`config.mk`:
```
export PLATFORM = sky130hd
export DESIGN_NAME = rtcv_value_regs
export DESIGN_NICKNAME = d
export VERILOG_FILES = /design/src/pkg/rtcv_pkg.sv /design/src/hdl/rtcv_value_regs.sv
export SDC_FILE = /design/constraint.sdc
export NUM_CORES = 1
export LEC_CHECK = 0
export BUFFER_PORTS_ARGS = -buffer_cell sky130_fd_sc_hd__buf_2
export CAP_MARGIN = 20
export CORE_AREA = 4 4 86 88
export DETAILED_ROUTE_END_ITERATION = 8
export DIE_AREA = 0 0 90 92
export PLACE_DENSITY_LB_ADDON = 0.25
export SYNTH_ARGS = -nofsm -noshare
export SYNTH_HDL_FRONTEND = slang
export SYNTH_SLANG_ARGS = --single-unit
```
`constraint.sdc`:
```
create_clock -name clk -period 2.7 [get_ports clk]
set_input_delay 0.54 -clock clk [delete_from_list [all_inputs] [get_ports clk]]
set_output_delay 0.54 -clock clk [all_outputs]
set_load 0.05 [all_outputs]
```
`src/pkg/rtcv_pkg.sv`:
```
// package: register map, field layout and pointer codes for the rtc value windows
`default_nettype none
package rtcv_pkg;
  // ---------------------------------------------------------------------------
  // register map (word index on the plain register port)
  // ---------------------------------------------------------------------------
  localparam logic [2:0] ADDR_CONFIG = 3'h0;
  localparam logic [2:0] ADDR_TIME_WIN = 3'h1;
  localparam logic [2:0] ADDR_ALARM_CFG = 3'h2;
  localparam logic [2:0] ADDR_ALARM_WIN = 3'h3;
  // ---------------------------------------------------------------------------
  // control fields
  // ---------------------------------------------------------------------------
  localparam int UNLOCK_BIT = 13;
  localparam int PTR_LO = 8;
  localparam int PTR_HI = 9;
  localparam logic [1:0] PTR_MINSEC = 2'h0;
  localparam logic [1:0] PTR_WDHR = 2'h1;
  localparam logic [1:0] PTR_MTHDAY = 2'h2;
  // ---------------------------------------------------------------------------
  // implemented bits of each value register and of the two control registers
  // ---------------------------------------------------------------------------
  localparam logic [15:0] MASK_WDHR = 16'h073F;
  localparam logic [15:0] MASK_MINSEC = 16'h7F7F;
  localparam logic [15:0] MASK_MTHDAY = 16'h1F3F;
  localparam logic [15:0] CONFIG_MASK = 16'h2300;
  localparam logic [15:0] ALARM_CFG_MASK = 16'h0300;
  // field positions (lsb of each digit)
  localparam int WDAY_LSB = 8;
  localparam int HRTEN_LSB = 4;
  localparam int MINTEN_LSB = 12;
  localparam int MINONE_LSB = 8;
  localparam int SECTEN_LSB = 4;
  localparam int MTHTEN_LSB = 12;
  localparam int DAYTEN_LSB = 4;
endpackage
`default_nettype wire

```
`src/hdl/rtcv_value_regs.sv`:
```
// module: time and alarm value registers reached through pointer windows
//
// Added by the designer: the plain strobed port and the placing of the registers.
`timescale 1ns/1ps
`default_nettype none
module rtcv_value_regs (
  input wire logic clk,
  input wire logic reset_n,
  input wire logic [2:0] reg_addr,
  input wire logic [15:0] reg_wdata,
  input wire logic reg_write,
  input wire logic reg_read,
  output logic [15:0] reg_rdata,
  output logic value_write_unlock,
  output logic [1:0] time_window_pointer,
  output logic [1:0] alarm_window_pointer
);
  // ---------------------------------------------------------------------------
  // helpers
  // ---------------------------------------------------------------------------
  function automatic logic [1:0] rtcv_ptr_dec(input logic [1:0] p);
    rtcv_ptr_dec = (p == rtcv_pkg::PTR_MINSEC) ? p : p - 2'h1;
  endfunction

  // ---------------------------------------------------------------------------
  // value registers, no reset on the digits
  // ---------------------------------------------------------------------------
  logic [15:0] time_weekday_hours;
  logic [15:0] time_minutes_seconds;
  logic [15:0] alarm_month_day;
  logic [15:0] alarm_weekday_hours;
  logic [15:0] alarm_minutes_seconds;
  logic time_win_wr;
  logic time_win_acc;
  logic alarm_win_wr;
  logic alarm_win_acc;
  logic cfg_wr;
  logic acfg_wr;

  assign time_win_wr = reg_write && (reg_addr == rtcv_pkg::ADDR_TIME_WIN);
  assign alarm_win_wr = reg_write && (reg_addr == rtcv_pkg::ADDR_ALARM_WIN);
  assign time_win_acc = (reg_write || reg_read) && (reg_addr == rtcv_pkg::ADDR_TIME_WIN);
  assign alarm_win_acc = (reg_write || reg_read) && (reg_addr == rtcv_pkg::ADDR_ALARM_WIN);
  assign cfg_wr = reg_write && (reg_addr == rtcv_pkg::ADDR_CONFIG);
  assign acfg_wr = reg_write && (reg_addr == rtcv_pkg::ADDR_ALARM_CFG);

  // digits left unreset on purpose: contents undefined until software writes
  always_ff @(posedge clk)
  begin
    if (time_win_wr && time_window_pointer == rtcv_pkg::PTR_WDHR && value_write_unlock)
      time_weekday_hours <= reg_wdata & rtcv_pkg::MASK_WDHR;
  end

  // time min/sec shares the unlock with weekday/hour; alarm min/sec stays open
  always_ff @(posedge clk)
  begin
    if (time_win_wr && time_window_pointer == rtcv_pkg::PTR_MINSEC && value_write_unlock)
      time_minutes_seconds <= reg_wdata & rtcv_pkg::MASK_MINSEC;
  end

  always_ff @(posedge clk)
  begin
    if (alarm_win_wr && value_write_unlock)
    begin
      case (alarm_window_pointer)
        rtcv_pkg::PTR_MTHDAY: alarm_month_day <= reg_wdata & rtcv_pkg::MASK_MTHDAY;
        rtcv_pkg::PTR_WDHR: alarm_weekday_hours <= reg_wdata & rtcv_pkg::MASK_WDHR;
        default: ;
      endcase
    end
  end

  always_ff @(posedge clk)
  begin
    if (alarm_win_wr && alarm_window_pointer == rtcv_pkg::PTR_MINSEC)
      alarm_minutes_seconds <= reg_wdata & rtcv_pkg::MASK_MINSEC;
  end

  // ---------------------------------------------------------------------------
  // control: unlock bit and window pointers
  // ---------------------------------------------------------------------------
  always_ff @(posedge clk)
  begin
    if (!reset_n)
      value_write_unlock <= 1'b0;
    else if (cfg_wr)
      value_write_unlock <= reg_wdata[rtcv_pkg::UNLOCK_BIT];
  end

  // a pointer write wins over a window access in the same cycle cannot occur: strobes hit one address
  always_ff @(posedge clk)
  begin
    if (!reset_n)
      time_window_pointer <= rtcv_pkg::PTR_MINSEC;
    else if (cfg_wr)
      time_window_pointer <= reg_wdata[rtcv_pkg::PTR_HI:rtcv_pkg::PTR_LO];
    else if (time_win_acc)
      time_window_pointer <= rtcv_ptr_dec(time_window_pointer);
  end

  always_ff @(posedge clk)
  begin
    if (!reset_n)
      alarm_window_pointer <= rtcv_pkg::PTR_MINSEC;
    else if (acfg_wr)
      alarm_window_pointer <= reg_wdata[rtcv_pkg::PTR_HI:rtcv_pkg::PTR_LO];
    else if (alarm_win_acc)
      alarm_window_pointer <= rtcv_ptr_dec(alarm_window_pointer);
  end

  // ---------------------------------------------------------------------------
  // read path, pointer sampled before its decrement
  // ---------------------------------------------------------------------------
  logic [15:0] next_rdata;
  always_comb
  begin
    next_rdata = 16'h0000;
    if (reg_read)
    begin
      case (reg_addr)
        rtcv_pkg::ADDR_CONFIG:
          next_rdata = {2'h0, value_write_unlock, 3'h0, time_window_pointer, 8'h00};
        rtcv_pkg::ADDR_ALARM_CFG:
          next_rdata = {6'h00, alarm_window_pointer, 8'h00};
        rtcv_pkg::ADDR_TIME_WIN:
        begin
          case (time_window_pointer)
            rtcv_pkg::PTR_WDHR: next_rdata = time_weekday_hours & rtcv_pkg::MASK_WDHR;
            rtcv_pkg::PTR_MINSEC: next_rdata = time_minutes_seconds & rtcv_pkg::MASK_MINSEC;
            default: next_rdata = 16'h0000;
          endcase
        end
        rtcv_pkg::ADDR_ALARM_WIN:
        begin
          case (alarm_window_pointer)
            rtcv_pkg::PTR_MTHDAY: next_rdata = alarm_month_day & rtcv_pkg::MASK_MTHDAY;
            rtcv_pkg::PTR_WDHR: next_rdata = alarm_weekday_hours & rtcv_pkg::MASK_WDHR;
            rtcv_pkg::PTR_MINSEC: next_rdata = alarm_minutes_seconds & rtcv_pkg::MASK_MINSEC;
            default: next_rdata = 16'h0000;
          endcase
        end
        default: next_rdata = 16'h0000;
      endcase
    end
  end

  always_ff @(posedge clk)
  begin
    if (!reset_n)
      reg_rdata <= 16'h0000;
    else
      reg_rdata <= next_rdata;
  end

  // digit widths for the field checks
  localparam int ONES_LSB = 0;
  localparam int DIGIT_W = 4;
  localparam int WDAY_W = 3;
  localparam int HRTEN_W = 2;
  localparam int TENS_W = 3;
  localparam int MTHTEN_W = 1;
  localparam int DAYTEN_W = 2;
endmodule // rtcv_value_regs
`default_nettype wire

```
==> impl_results.md, run 1 <==
- Post-Place Cells: 307
- Fmax: 506.4 MHz
- Final GP Congestion: 0.7294
- Clock share of power: 38.6%
- Initial core utilization: 43.94%
- CP Cell Sequence: inv_1 -> ha_1 -> and3_1 -> buf_4
- Power Density: 672.1 mW/mm²
- Critical path arrival: 2010 ps
- Register area share after synthesis: 71.67%
- Total track usage: 15.08%
- Initial antenna violation count: 0
- First-pass iteration count of the detailed router: 5
- Post CTS Setup Buffer Count: 0
- RSZ-0062 raised after global routing: false
- First-pass GRT wire length: 9411 µm
- Share of layout cells above drive strength 1: 26.75%
- Sink Count: 76
- Ant diodes: 0
- Via count: 1788
- Iteration-0 DRC Markers: 101
- Area growth syn-to-layout: 16.67%
- Post-synth EDFFs: 57
- Yosys top cell by area: edfxtp_1
- Outcome: finished clean
- Element type at the critical path end: register
- Antenna Nets Post-Route: 0
- Synth area leaders: edfxtp_1 59%, dfxtp_1 13%, a222oi_1 3.1%
- Final Power: 2.289 mW
- Dpl hpwl: 3619 µm
- Most frequent cells after synthesis: 57 x edfxtp_1, 19 x dfxtp_1, 13 x nand2_1
- Top Metal Used: met4
- Peak supply drop: 0.0003117 V
- Maximum root-to-sink buffer count: 2
- Core area: 0.006644 mm²
- FF+latch count, synth: 76
- Total die area: 0.008280 mm²
- Routed wire length: 5937 µm
- Cell Rows: 30
- Synth top area share: 58.64%
- Lkg Pwr: 1.206 nW
- Synth cell types: 47
- Clock skew: 6.044 ps
- Worst-Margin Slew: 719.3 ps
- Most common cell in the synthesized netlist: edfxtp_1
- Finished Cell Area: 0.003406 mm²
- Synth warn: 0
- Net switching power: 0.5008 mW
- P_int: 1.788 mW
- # DRC: 0
- Port-buffer cells: 39
- M1 WL: 2611 µm
- Post-DP Area: 0.003197 mm²
- Number of buffers created by CTS: 9
- CTS tree: yes
- Clock latency on the worst-skew pair: 340 ps
- Nets@finish: 267
- CP Launch Type: register
- Power share of the combinational group: 6.1%
- Met2 Routed Length: 2922 µm
- DR WL/cell: 18.38 µm
- Mapped cell area: 0.002919 mm²
- Critical path class: register to register
- Top_reg_cell synth: edfxtp_1
- Clock Root Buffer: clkbuf_8
- Sequential power share: 55.4%
- Worst path max stage delay: 630 ps
- Final Cycle Share: 73.14%
- Overflow after GRT: 0
- Pin count of the biggest net entering global routing: 17
- Max Slew Vio Count: 0
- Worst rel slew slack: 52.05%
- Vias in the first global route: 1795
- Setup TNS: 0 ps
- Die height: 92 µm
- Hold_buf cts: 0
- Gates resized, CTS repair: 0
- Final Critical Period: 1975 ps
- Syn Area/Cell: 14.97 µm²
- Avg Vias per Cell: 5.536
- H-tree levels: 3
- CTS clock-pin slew for the worst setup and hold paths: 80 ps
- Asr flop ratio synth: 0%
- Hold Crit Class: primary input to register
- Cells after synthesis: 195
- Critical-path maximum fanout: 16
- Sw frac: 21.88%
- Slowest cell on crit path: ha_1
- Final Hold Fails: 0
- Max-cap check violation count: 0
- CP required: 2740 ps
- Finish-stage setup viols: 0
- Ports: 44
- DR WL met3: 347 µm
- Die width: 90 µm
- Non-filler cells, final: 323
## metrics by stage
step           hold WS (ps)  worst slack, ps  utilization, %
2_1_floorplan         447.0            3.131               -
3_3_place_gp          457.4            605.5           48.12
3_5_place_dp          462.7            620.9           48.12
4_1_cts               375.7            716.0           51.26
5_1_grt               382.9            610.3           51.26
6_report              393.7            725.4           51.26
## area by class of cell
class	instances	area, µm²
clock buffers	11	151.4
inverters	4	15.01
multi-input cells	102	749.5
repair buffers	45	240.2
clock inverters	5	57.56
well taps	80	100.1
fillers	551	3238
flip-flops and latches	76	2092
## worst paths after layout
check        slack, ps                      from  cells past startpoint                        to
max                730   alarm_window_pointer[0]                      4  alarm_minutes_seconds[9]
min                390             reg_wdata[11]                      1       alarm_month_day[11]
max reg2reg        730   alarm_window_pointer[0]                      4  alarm_minutes_seconds[9]
min reg2reg        480  time_minutes_seconds[12]                      2             reg_rdata[12]
## sequential cells by signal, indices dropped and copies added, names as in the netlist
name and cells:
alarm_window_pointer 2, alarm_minutes_seconds 14, alarm_weekday_hours 9, time_weekday_hours 9, time_minutes_seconds 14, time_window_pointer 2
value_write_unlock 1, alarm_month_day 11, reg_rdata 14
## per-layer routing
layer / vias to the layer above / global-route usage [%]
met4: 0 / 8.036
met2: 54 / 25.58
met5: - / 0
li1: 856 / -
met3: 6 / 3.445
met1: 872 / 17.89
## cells by family after synthesis
kind of cell             Yosys count  synth area share (%)
AO/OA/AOI/OAI                     48                 12.95
flip-flops                        76                 71.67
adder cells (fa/ha/maj)            6                 2.572
multiplexers                       2                0.6858
buffers and inverters             18                 2.786
AND/OR/NAND/NOR                   44                 9.216
other                              1                0.1285
## cell usage in the layout (no fill, tap or decap), types with 4 or more instances in the layout
cell and count:
nand2_1 13, nor2_1 7, a22oi_1 4, a222oi_1 9, dfxtp_1 19, buf_4 6
a2bb2oi_1 9, buf_2 39, ha_1 6, clkbuf_8 11, edfxtp_1 57, a21oi_1 9
inv_1 4
## worst max-delay path, delay by kind of cell, from the launching register on
kind	cells	cell delay [ps]
adders and majority gates	1	630
DFF	1	380
buffers and inverters	2	350
and+or+nand+nor	1	290
## power by group through the flow
stage / Clock [mW] / Sequential (mW) / Combinational (mW)
CTS: 0.911 / 1.27 / 0.139
floorplan: 0 / 1.31 / 0.0757
finish: 0.883 / 1.27 / 0.139
global route: 0.951 / 1.27 / 0.150
global placement: 0 / 1.29 / 0.137
detailed placement: 0 / 1.29 / 0.138
Note: power is estimated with default switching activity, not from simulation.
==> run 2: changes to the inputs <==
--- a/config.mk
+++ b/config.mk
@@ -5,11 +5,12 @@
 export SDC_FILE = /design/constraint.sdc
 export NUM_CORES = 1
 export LEC_CHECK = 0
+export ABC_AREA = 1
 export BUFFER_PORTS_ARGS = -buffer_cell sky130_fd_sc_hd__buf_2
 export CAP_MARGIN = 20
-export CORE_AREA = 4 4 86 88
+export CORE_AREA = 4 4 88 90
 export DETAILED_ROUTE_END_ITERATION = 8
-export DIE_AREA = 0 0 90 92
+export DIE_AREA = 0 0 92 94
 export PLACE_DENSITY_LB_ADDON = 0.25
 export SYNTH_ARGS = -nofsm -noshare
 export SYNTH_HDL_FRONTEND = slang
==> constraint.sdc (replaced) <==
create_clock -name clk -period 1.6 [get_ports clk]
set_input_delay 0.32 -clock clk [delete_from_list [all_inputs] [get_ports clk]]
set_output_delay 0.32 -clock clk [all_outputs]
set_load 0.05 [all_outputs]
==> impl_results.md, run 2 <==
- Iteration-0 DRC Markers: 144
- Sink Count: 76
- Cell Rows: 31
- Final Critical Period: 1521 ps
- Hold_buf cts: 0
- Hold Crit Class: primary input to register
- Post CTS Setup Buffer Count: 0
- Core area: 0.007059 mm²
- Synth warn: 0
- Share of layout cells above drive strength 1: 25.72%
- Asr flop ratio synth: 0%
- Power Density: 1035 mW/mm²
- Synth cell types: 23
- Most frequent cells after synthesis: 103 x nand2_1, 57 x edfxtp_1, 24 x nand3_1
- Grt peak-use layer: met2
- Dpl hpwl: 4088 µm
- Top_reg_cell synth: edfxtp_1
- Layout fillers: 646
- H-tree levels: 3
- Clock Root Buffer: clkbuf_8
- Max Slew Vio Count: 0
- Synth top area share: 55.43%
- Mapped cell area: 0.003088 mm²
- M2 GR Usage: 23.91%
- Pin count of the biggest net entering global routing: 15
- FF-to-FF setup slack: 80 ps
- Post-DP Area: 0.003527 mm²
- Clock skew: 10.09 ps
- Maximum root-to-sink buffer count: 2
- FF+latch count, synth: 76
- Overflow after GRT: 0
- Worst path most repeated cell: inv_1
- Cells after synthesis: 289
- Vias in the first global route: 1924
- Synth area leaders: edfxtp_1 55%, nand2_1 13%, dfxtp_1 12%
- # DRC: 0
- Final Cycle Share: 95.08%
- Clock latency on the worst-skew pair: 340 ps
- Most common cell in the synthesized netlist: nand2_1
- Peak supply drop: 0.0006097 V
- Slowest cell on crit path: dfxtp_4
- Die height: 94 µm
- Area growth syn-to-layout: 20.26%
- First-pass iteration count of the detailed router: 4
- RSZ-0062 raised after global routing: false
- Ports: 44
- Most frequent cells in the layout: 103 x nand2_1, 57 x edfxtp_1, 39 x buf_2, 24 x nand3_1
- Total die area: 0.008648 mm²
- Largest registers: alarm_minutes_seconds x14, reg_rdata x14, time_minutes_seconds x14
- Outcome: finished clean
- Nets@finish: 370
- CTS tree: yes
- Total track usage: 15.18%
- Worst path max stage delay: 370 ps
- GR Layer Usage met3: 2.965%
- Setup TNS: 0 ps
- Critical path arrival: 1570 ps
- Final Power: 3.844 mW
- Commonest non-fill, non-tap cell in the layout: nand2_1
- Ant diodes: 0
- Final Hold Fails: 0
- Post-synth EDFFs: 57
- Initial antenna violation count: 0
- CP Launch Type: register
- Routed wire length: 6070 µm
- Critical-path maximum fanout: 11
- CP required: 1650 ps
- Fmax: 657.4 MHz
- Finish-stage setup viols: 0
- Post-layout util: 52.61%
- Port-buffer cells: 39
- Lkg Pwr: 1.491 nW
- Register area share after synthesis: 67.75%
- GRT met1 Usage: 20.00%
- Number of buffers created by CTS: 9
- Finished Cell Area: 0.003714 mm²
- CTS clock-pin slew for the worst setup and hold paths: 70 ps
- Initial core utilization: 43.74%
- Critical path class: register to register
- Antenna Nets Post-Route: 0
- Max-cap check violation count: 0
- Element type at the critical path end: register
- Die width: 92 µm
- CP Cell Sequence: inv_1 -> ha_1 -> inv_1 -> nor2_4 -> buf_12
- First-pass GRT wire length: 9777 µm
- Syn Area/Cell: 10.68 µm²
- Via count: 2086
- Final GP Congestion: 0.7564
- DR WL/cell: 13.64 µm
- Gates resized, CTS repair: 0
- Yosys top cell by area: edfxtp_1
- Avg Vias per Cell: 4.688
[run 2: final timing paths]
| check | cells past startpoint | startpoint | to |
|---|---|---|---|
| hold / removal | 1 | reg_wdata[6] | alarm_minutes_seconds[6] |
| setup / recovery | 5 | alarm_window_pointer[0] | alarm_month_day[12] |
| setup reg to reg | 5 | alarm_window_pointer[0] | alarm_month_day[12] |
| hold reg to reg | 2 | value_write_unlock | value_write_unlock |
[run 2: per-stage QoR]
stage | hold slack, ps | cells | setup WS, ps
3_5_place_dp | 459.4 | 429 | 87.98
5_1_grt | 162.7 | 445 | 25.75
4_1_cts | 153.3 | 445 | 61.99
6_report | 169.6 | 445 | 78.75
2_1_floorplan | 418.9 | 290 | 31.84
3_3_place_gp | 453.9 | 429 | 122.7
[run 2: logic make-up after synthesis]
family	share of synthesized area [%]
AOI/OAI and AO/OA	2.593
adders and majority gates	2.431
buffers and inverters	5.024
DFF	67.75
other	0.1214
and+or+nand+nor	22.08
[run 2: report_power, final]
group / switching [mW] / leakage, nW / total (mW) / internal, mW
Sequential: 0.00961 / 0.671 / 2.14 / 2.13
Clock: 0.661 / 0.0910 / 1.39 / 0.725
Combinational: 0.221 / 0.729 / 0.316 / 0.0949
Total: 0.892 / 1.49 / 3.84 / 2.95
[run 2: cell type report]
cell class	count	area (µm²)	share of cell area, %
flip-flops and latches	76	2108	56.77
inverters	19	71.32	1.920
multi-input cells	182	885.9	23.85
repair buffers	53	337.8	9.097
clock inverters	4	51.30	1.381
clock buffers	12	135.1	3.639
well taps	99	123.9	3.336
[run 2: worst max-delay path, delay by kind of cell, from the launching register on]
kind	cells	cell delay, ps
AND/OR/NAND/NOR	1	140
buffers and inverters	3	360
flip-flops	1	370
adder cells (fa/ha/maj)	1	350
[run 2: per-layer routing]
layer,share of wire (%),up-vias
met3,4.9,8
met1,46,963
met4,1.6,0
met2,47,58
met5,0,-
li1,-,1057
==> run 3: changes to the inputs <==
--- a/config.mk
+++ b/config.mk
@@ -12,6 +12,7 @@
 export DETAILED_ROUTE_END_ITERATION = 8
 export DIE_AREA = 0 0 92 94
 export PLACE_DENSITY_LB_ADDON = 0.25
+export SETUP_SLACK_MARGIN = 0.15
 export SYNTH_ARGS = -nofsm -noshare
 export SYNTH_HDL_FRONTEND = slang
 export SYNTH_SLANG_ARGS = --single-unit
==> impl_results.md, run 3 (same netlist as run 2, synthesis figures left out) <==
- CP Cell Sequence: inv_4 -> ha_4 -> inv_4 -> nor3_4 -> buf_12
- Core area: 0.007059 mm²
- Worst path max stage delay: 370 ps
- Area growth syn-to-layout: 21.52%
- Setup TNS: 0 ps
- Finish-stage setup viols: 0
- Layout fillers: 636
- Initial core utilization: 43.74%
- First-pass iteration count of the detailed router: 4
- CTS clock-pin slew for the worst setup and hold paths: 80 ps
- Die width: 92 µm
- Final Critical Period: 1360 ps
- Clock latency on the worst-skew pair: 350 ps
- Hold depth: 1
- Worst path most repeated cell: inv_4
- Element type at the critical path end: register
- Maximum root-to-sink buffer count: 2
- Peak supply drop: 0.0005971 V
- Port-buffer cells: 39
- Overflow after GRT: 0
- CP required: 1660 ps
- Number of buffers created by CTS: 9
- Dpl hpwl: 4173 µm
- Reg2reg path depth: 5
- Avg Vias per Cell: 4.631
- Final Power: 3.915 mW
- Worst Hold End: time_minutes_seconds[14]
- Via count: 2056
- Lkg Pwr: 1.493 nW
- Iteration-0 DRC Markers: 126
- First-pass GRT wire length: 9929 µm
- Initial antenna violation count: 0
- Critical-path maximum fanout: 14
- Worst rel slew slack: 61.24%
- Worst Hold Launch: reg_wdata[14]
- Cell Rows: 31
- Total track usage: 15.49%
- Vias in the first global route: 1993
- DR WL/cell: 13.99 µm
- Ports: 44
- Sink Count: 76
- Critical path class: register to register
- Sequential power share: 54.7%
- Pin count of the biggest net entering global routing: 15
- Routed wire length: 6210 µm
- Post-DP Area: 0.003542 mm²
- Critical path arrival: 1420 ps
- Final Hold Fails: 0
- RR Startpoint: time_window_pointer[0]
- H-tree levels: 3
- Die height: 94 µm
- RSZ-0062 raised after global routing: true
- Share of layout cells above drive strength 1: 28.12%
- Multi-input combinational cell area: 918.4 µm²
- Power Density: 1043 mW/mm²
- # DRC: 0
- FF-to-FF setup slack: 240 ps
- Net switching power: 0.9572 mW
- Worst hold margin: 160.1 ps
- Max-cap check violation count: 0
- Clock Root Buffer: clkbuf_8
- Nets@finish: 369
- Hold_buf cts: 0
- Outcome: finished clean
- Antenna Nets Post-Route: 0
- Finished Cell Area: 0.003752 mm²
- Final Cycle Share: 85.01%
- Largest registers: alarm_minutes_seconds x14, reg_rdata x14, time_minutes_seconds x14
- Hold Crit Class: primary input to register
- Worst-Margin Slew: 580.0 ps
- CTS tree: yes
- Most frequent cells in the layout: 102 x nand2_1, 57 x edfxtp_1, 39 x buf_2, 24 x nand3_1
- Slowest cell on crit path: dfxtp_4
- Sw frac: 24.45%
- CP Launch Type: register
- Ant diodes: 0
- Sequential cell area: 0.002108 mm²
- Commonest non-fill, non-tap cell in the layout: nand2_1
- Max Slew Vio Count: 0
- Clock skew: 11.19 ps
- Fmax: 735.2 MHz
- Final GP Congestion: 0.7663
- Power share of the combinational group: 8.3%
- Total die area: 0.008648 mm²
- Clock share of power: 37.0%
- Critical R2R Capture: time_minutes_seconds[1]
- P_int: 2.958 mW
## run 3: what timing repair did
action | 4_1_cts | 5_1_grt
resized for setup | 1 | 3
setup endpoints to repair | 4 | 16
setup buffers | 0 | 1
## run 3: layer usage
layer	global-route usage [%]	up-vias	wire [µm]
met3	4.327	5	305
met2	25.55	48	3086
li1	-	1052	-
met5	0	-	0
met1	19.11	951	2720
met4	6.683	0	98
## run 3: final cells by class
type	count	share of cell area, %
clock inverters	6	1.734
clock buffers	10	3.401
repair buffers	52	8.803
multi-input cells	182	24.47
well taps	99	3.301
flip-flops and latches	76	56.19
inverters	19	2.101
## run 3: worst max-delay path, delay by kind of cell, from the launching register on
kind	cells	cell delay, ps
fa+ha+maj	1	230
flops	1	370
simple gates	1	150
buf+inv	3	310
## run 3: worst max path at each step
stage / startpoint / to / slack (ps) / cells after the start
6_report: time_window_pointer[0] / time_minutes_seconds[1] / 240 / 5
5_1_grt: alarm_window_pointer[1] / reg_rdata[9] / 130 / 9
4_1_cts: alarm_window_pointer[1] / alarm_weekday_hours[5] / 180 / 5
3_5_place_dp: reg_addr[2] / time_minutes_seconds[5] / 110 / 7
3_3_place_gp: reg_addr[2] / time_minutes_seconds[10] / 130 / 7
2_1_floorplan: time_window_pointer[0] / time_minutes_seconds[0] / 60 / 5
## run 3: per-stage QoR
step                      setup WS (ps)  util, %  std cells
final                             239.8    53.15        444
after global routing              134.0    53.15        444
after CTS                         182.8    52.94        443
after detailed placement          109.1    50.18        427
after global placement            132.1    50.18        427
after floorplan                   55.91        -        290
## run 3: power by group through the flow
stage          logic (mW)  clock network [mW]  registers (mW)
5_1_grt             0.362                1.55            2.14
2_1_floorplan       0.181                   0            2.23
6_report            0.327                1.45            2.14
3_3_place_gp        0.318                   0            2.19
3_5_place_dp        0.325                   0            2.19
4_1_cts             0.326                1.47            2.14
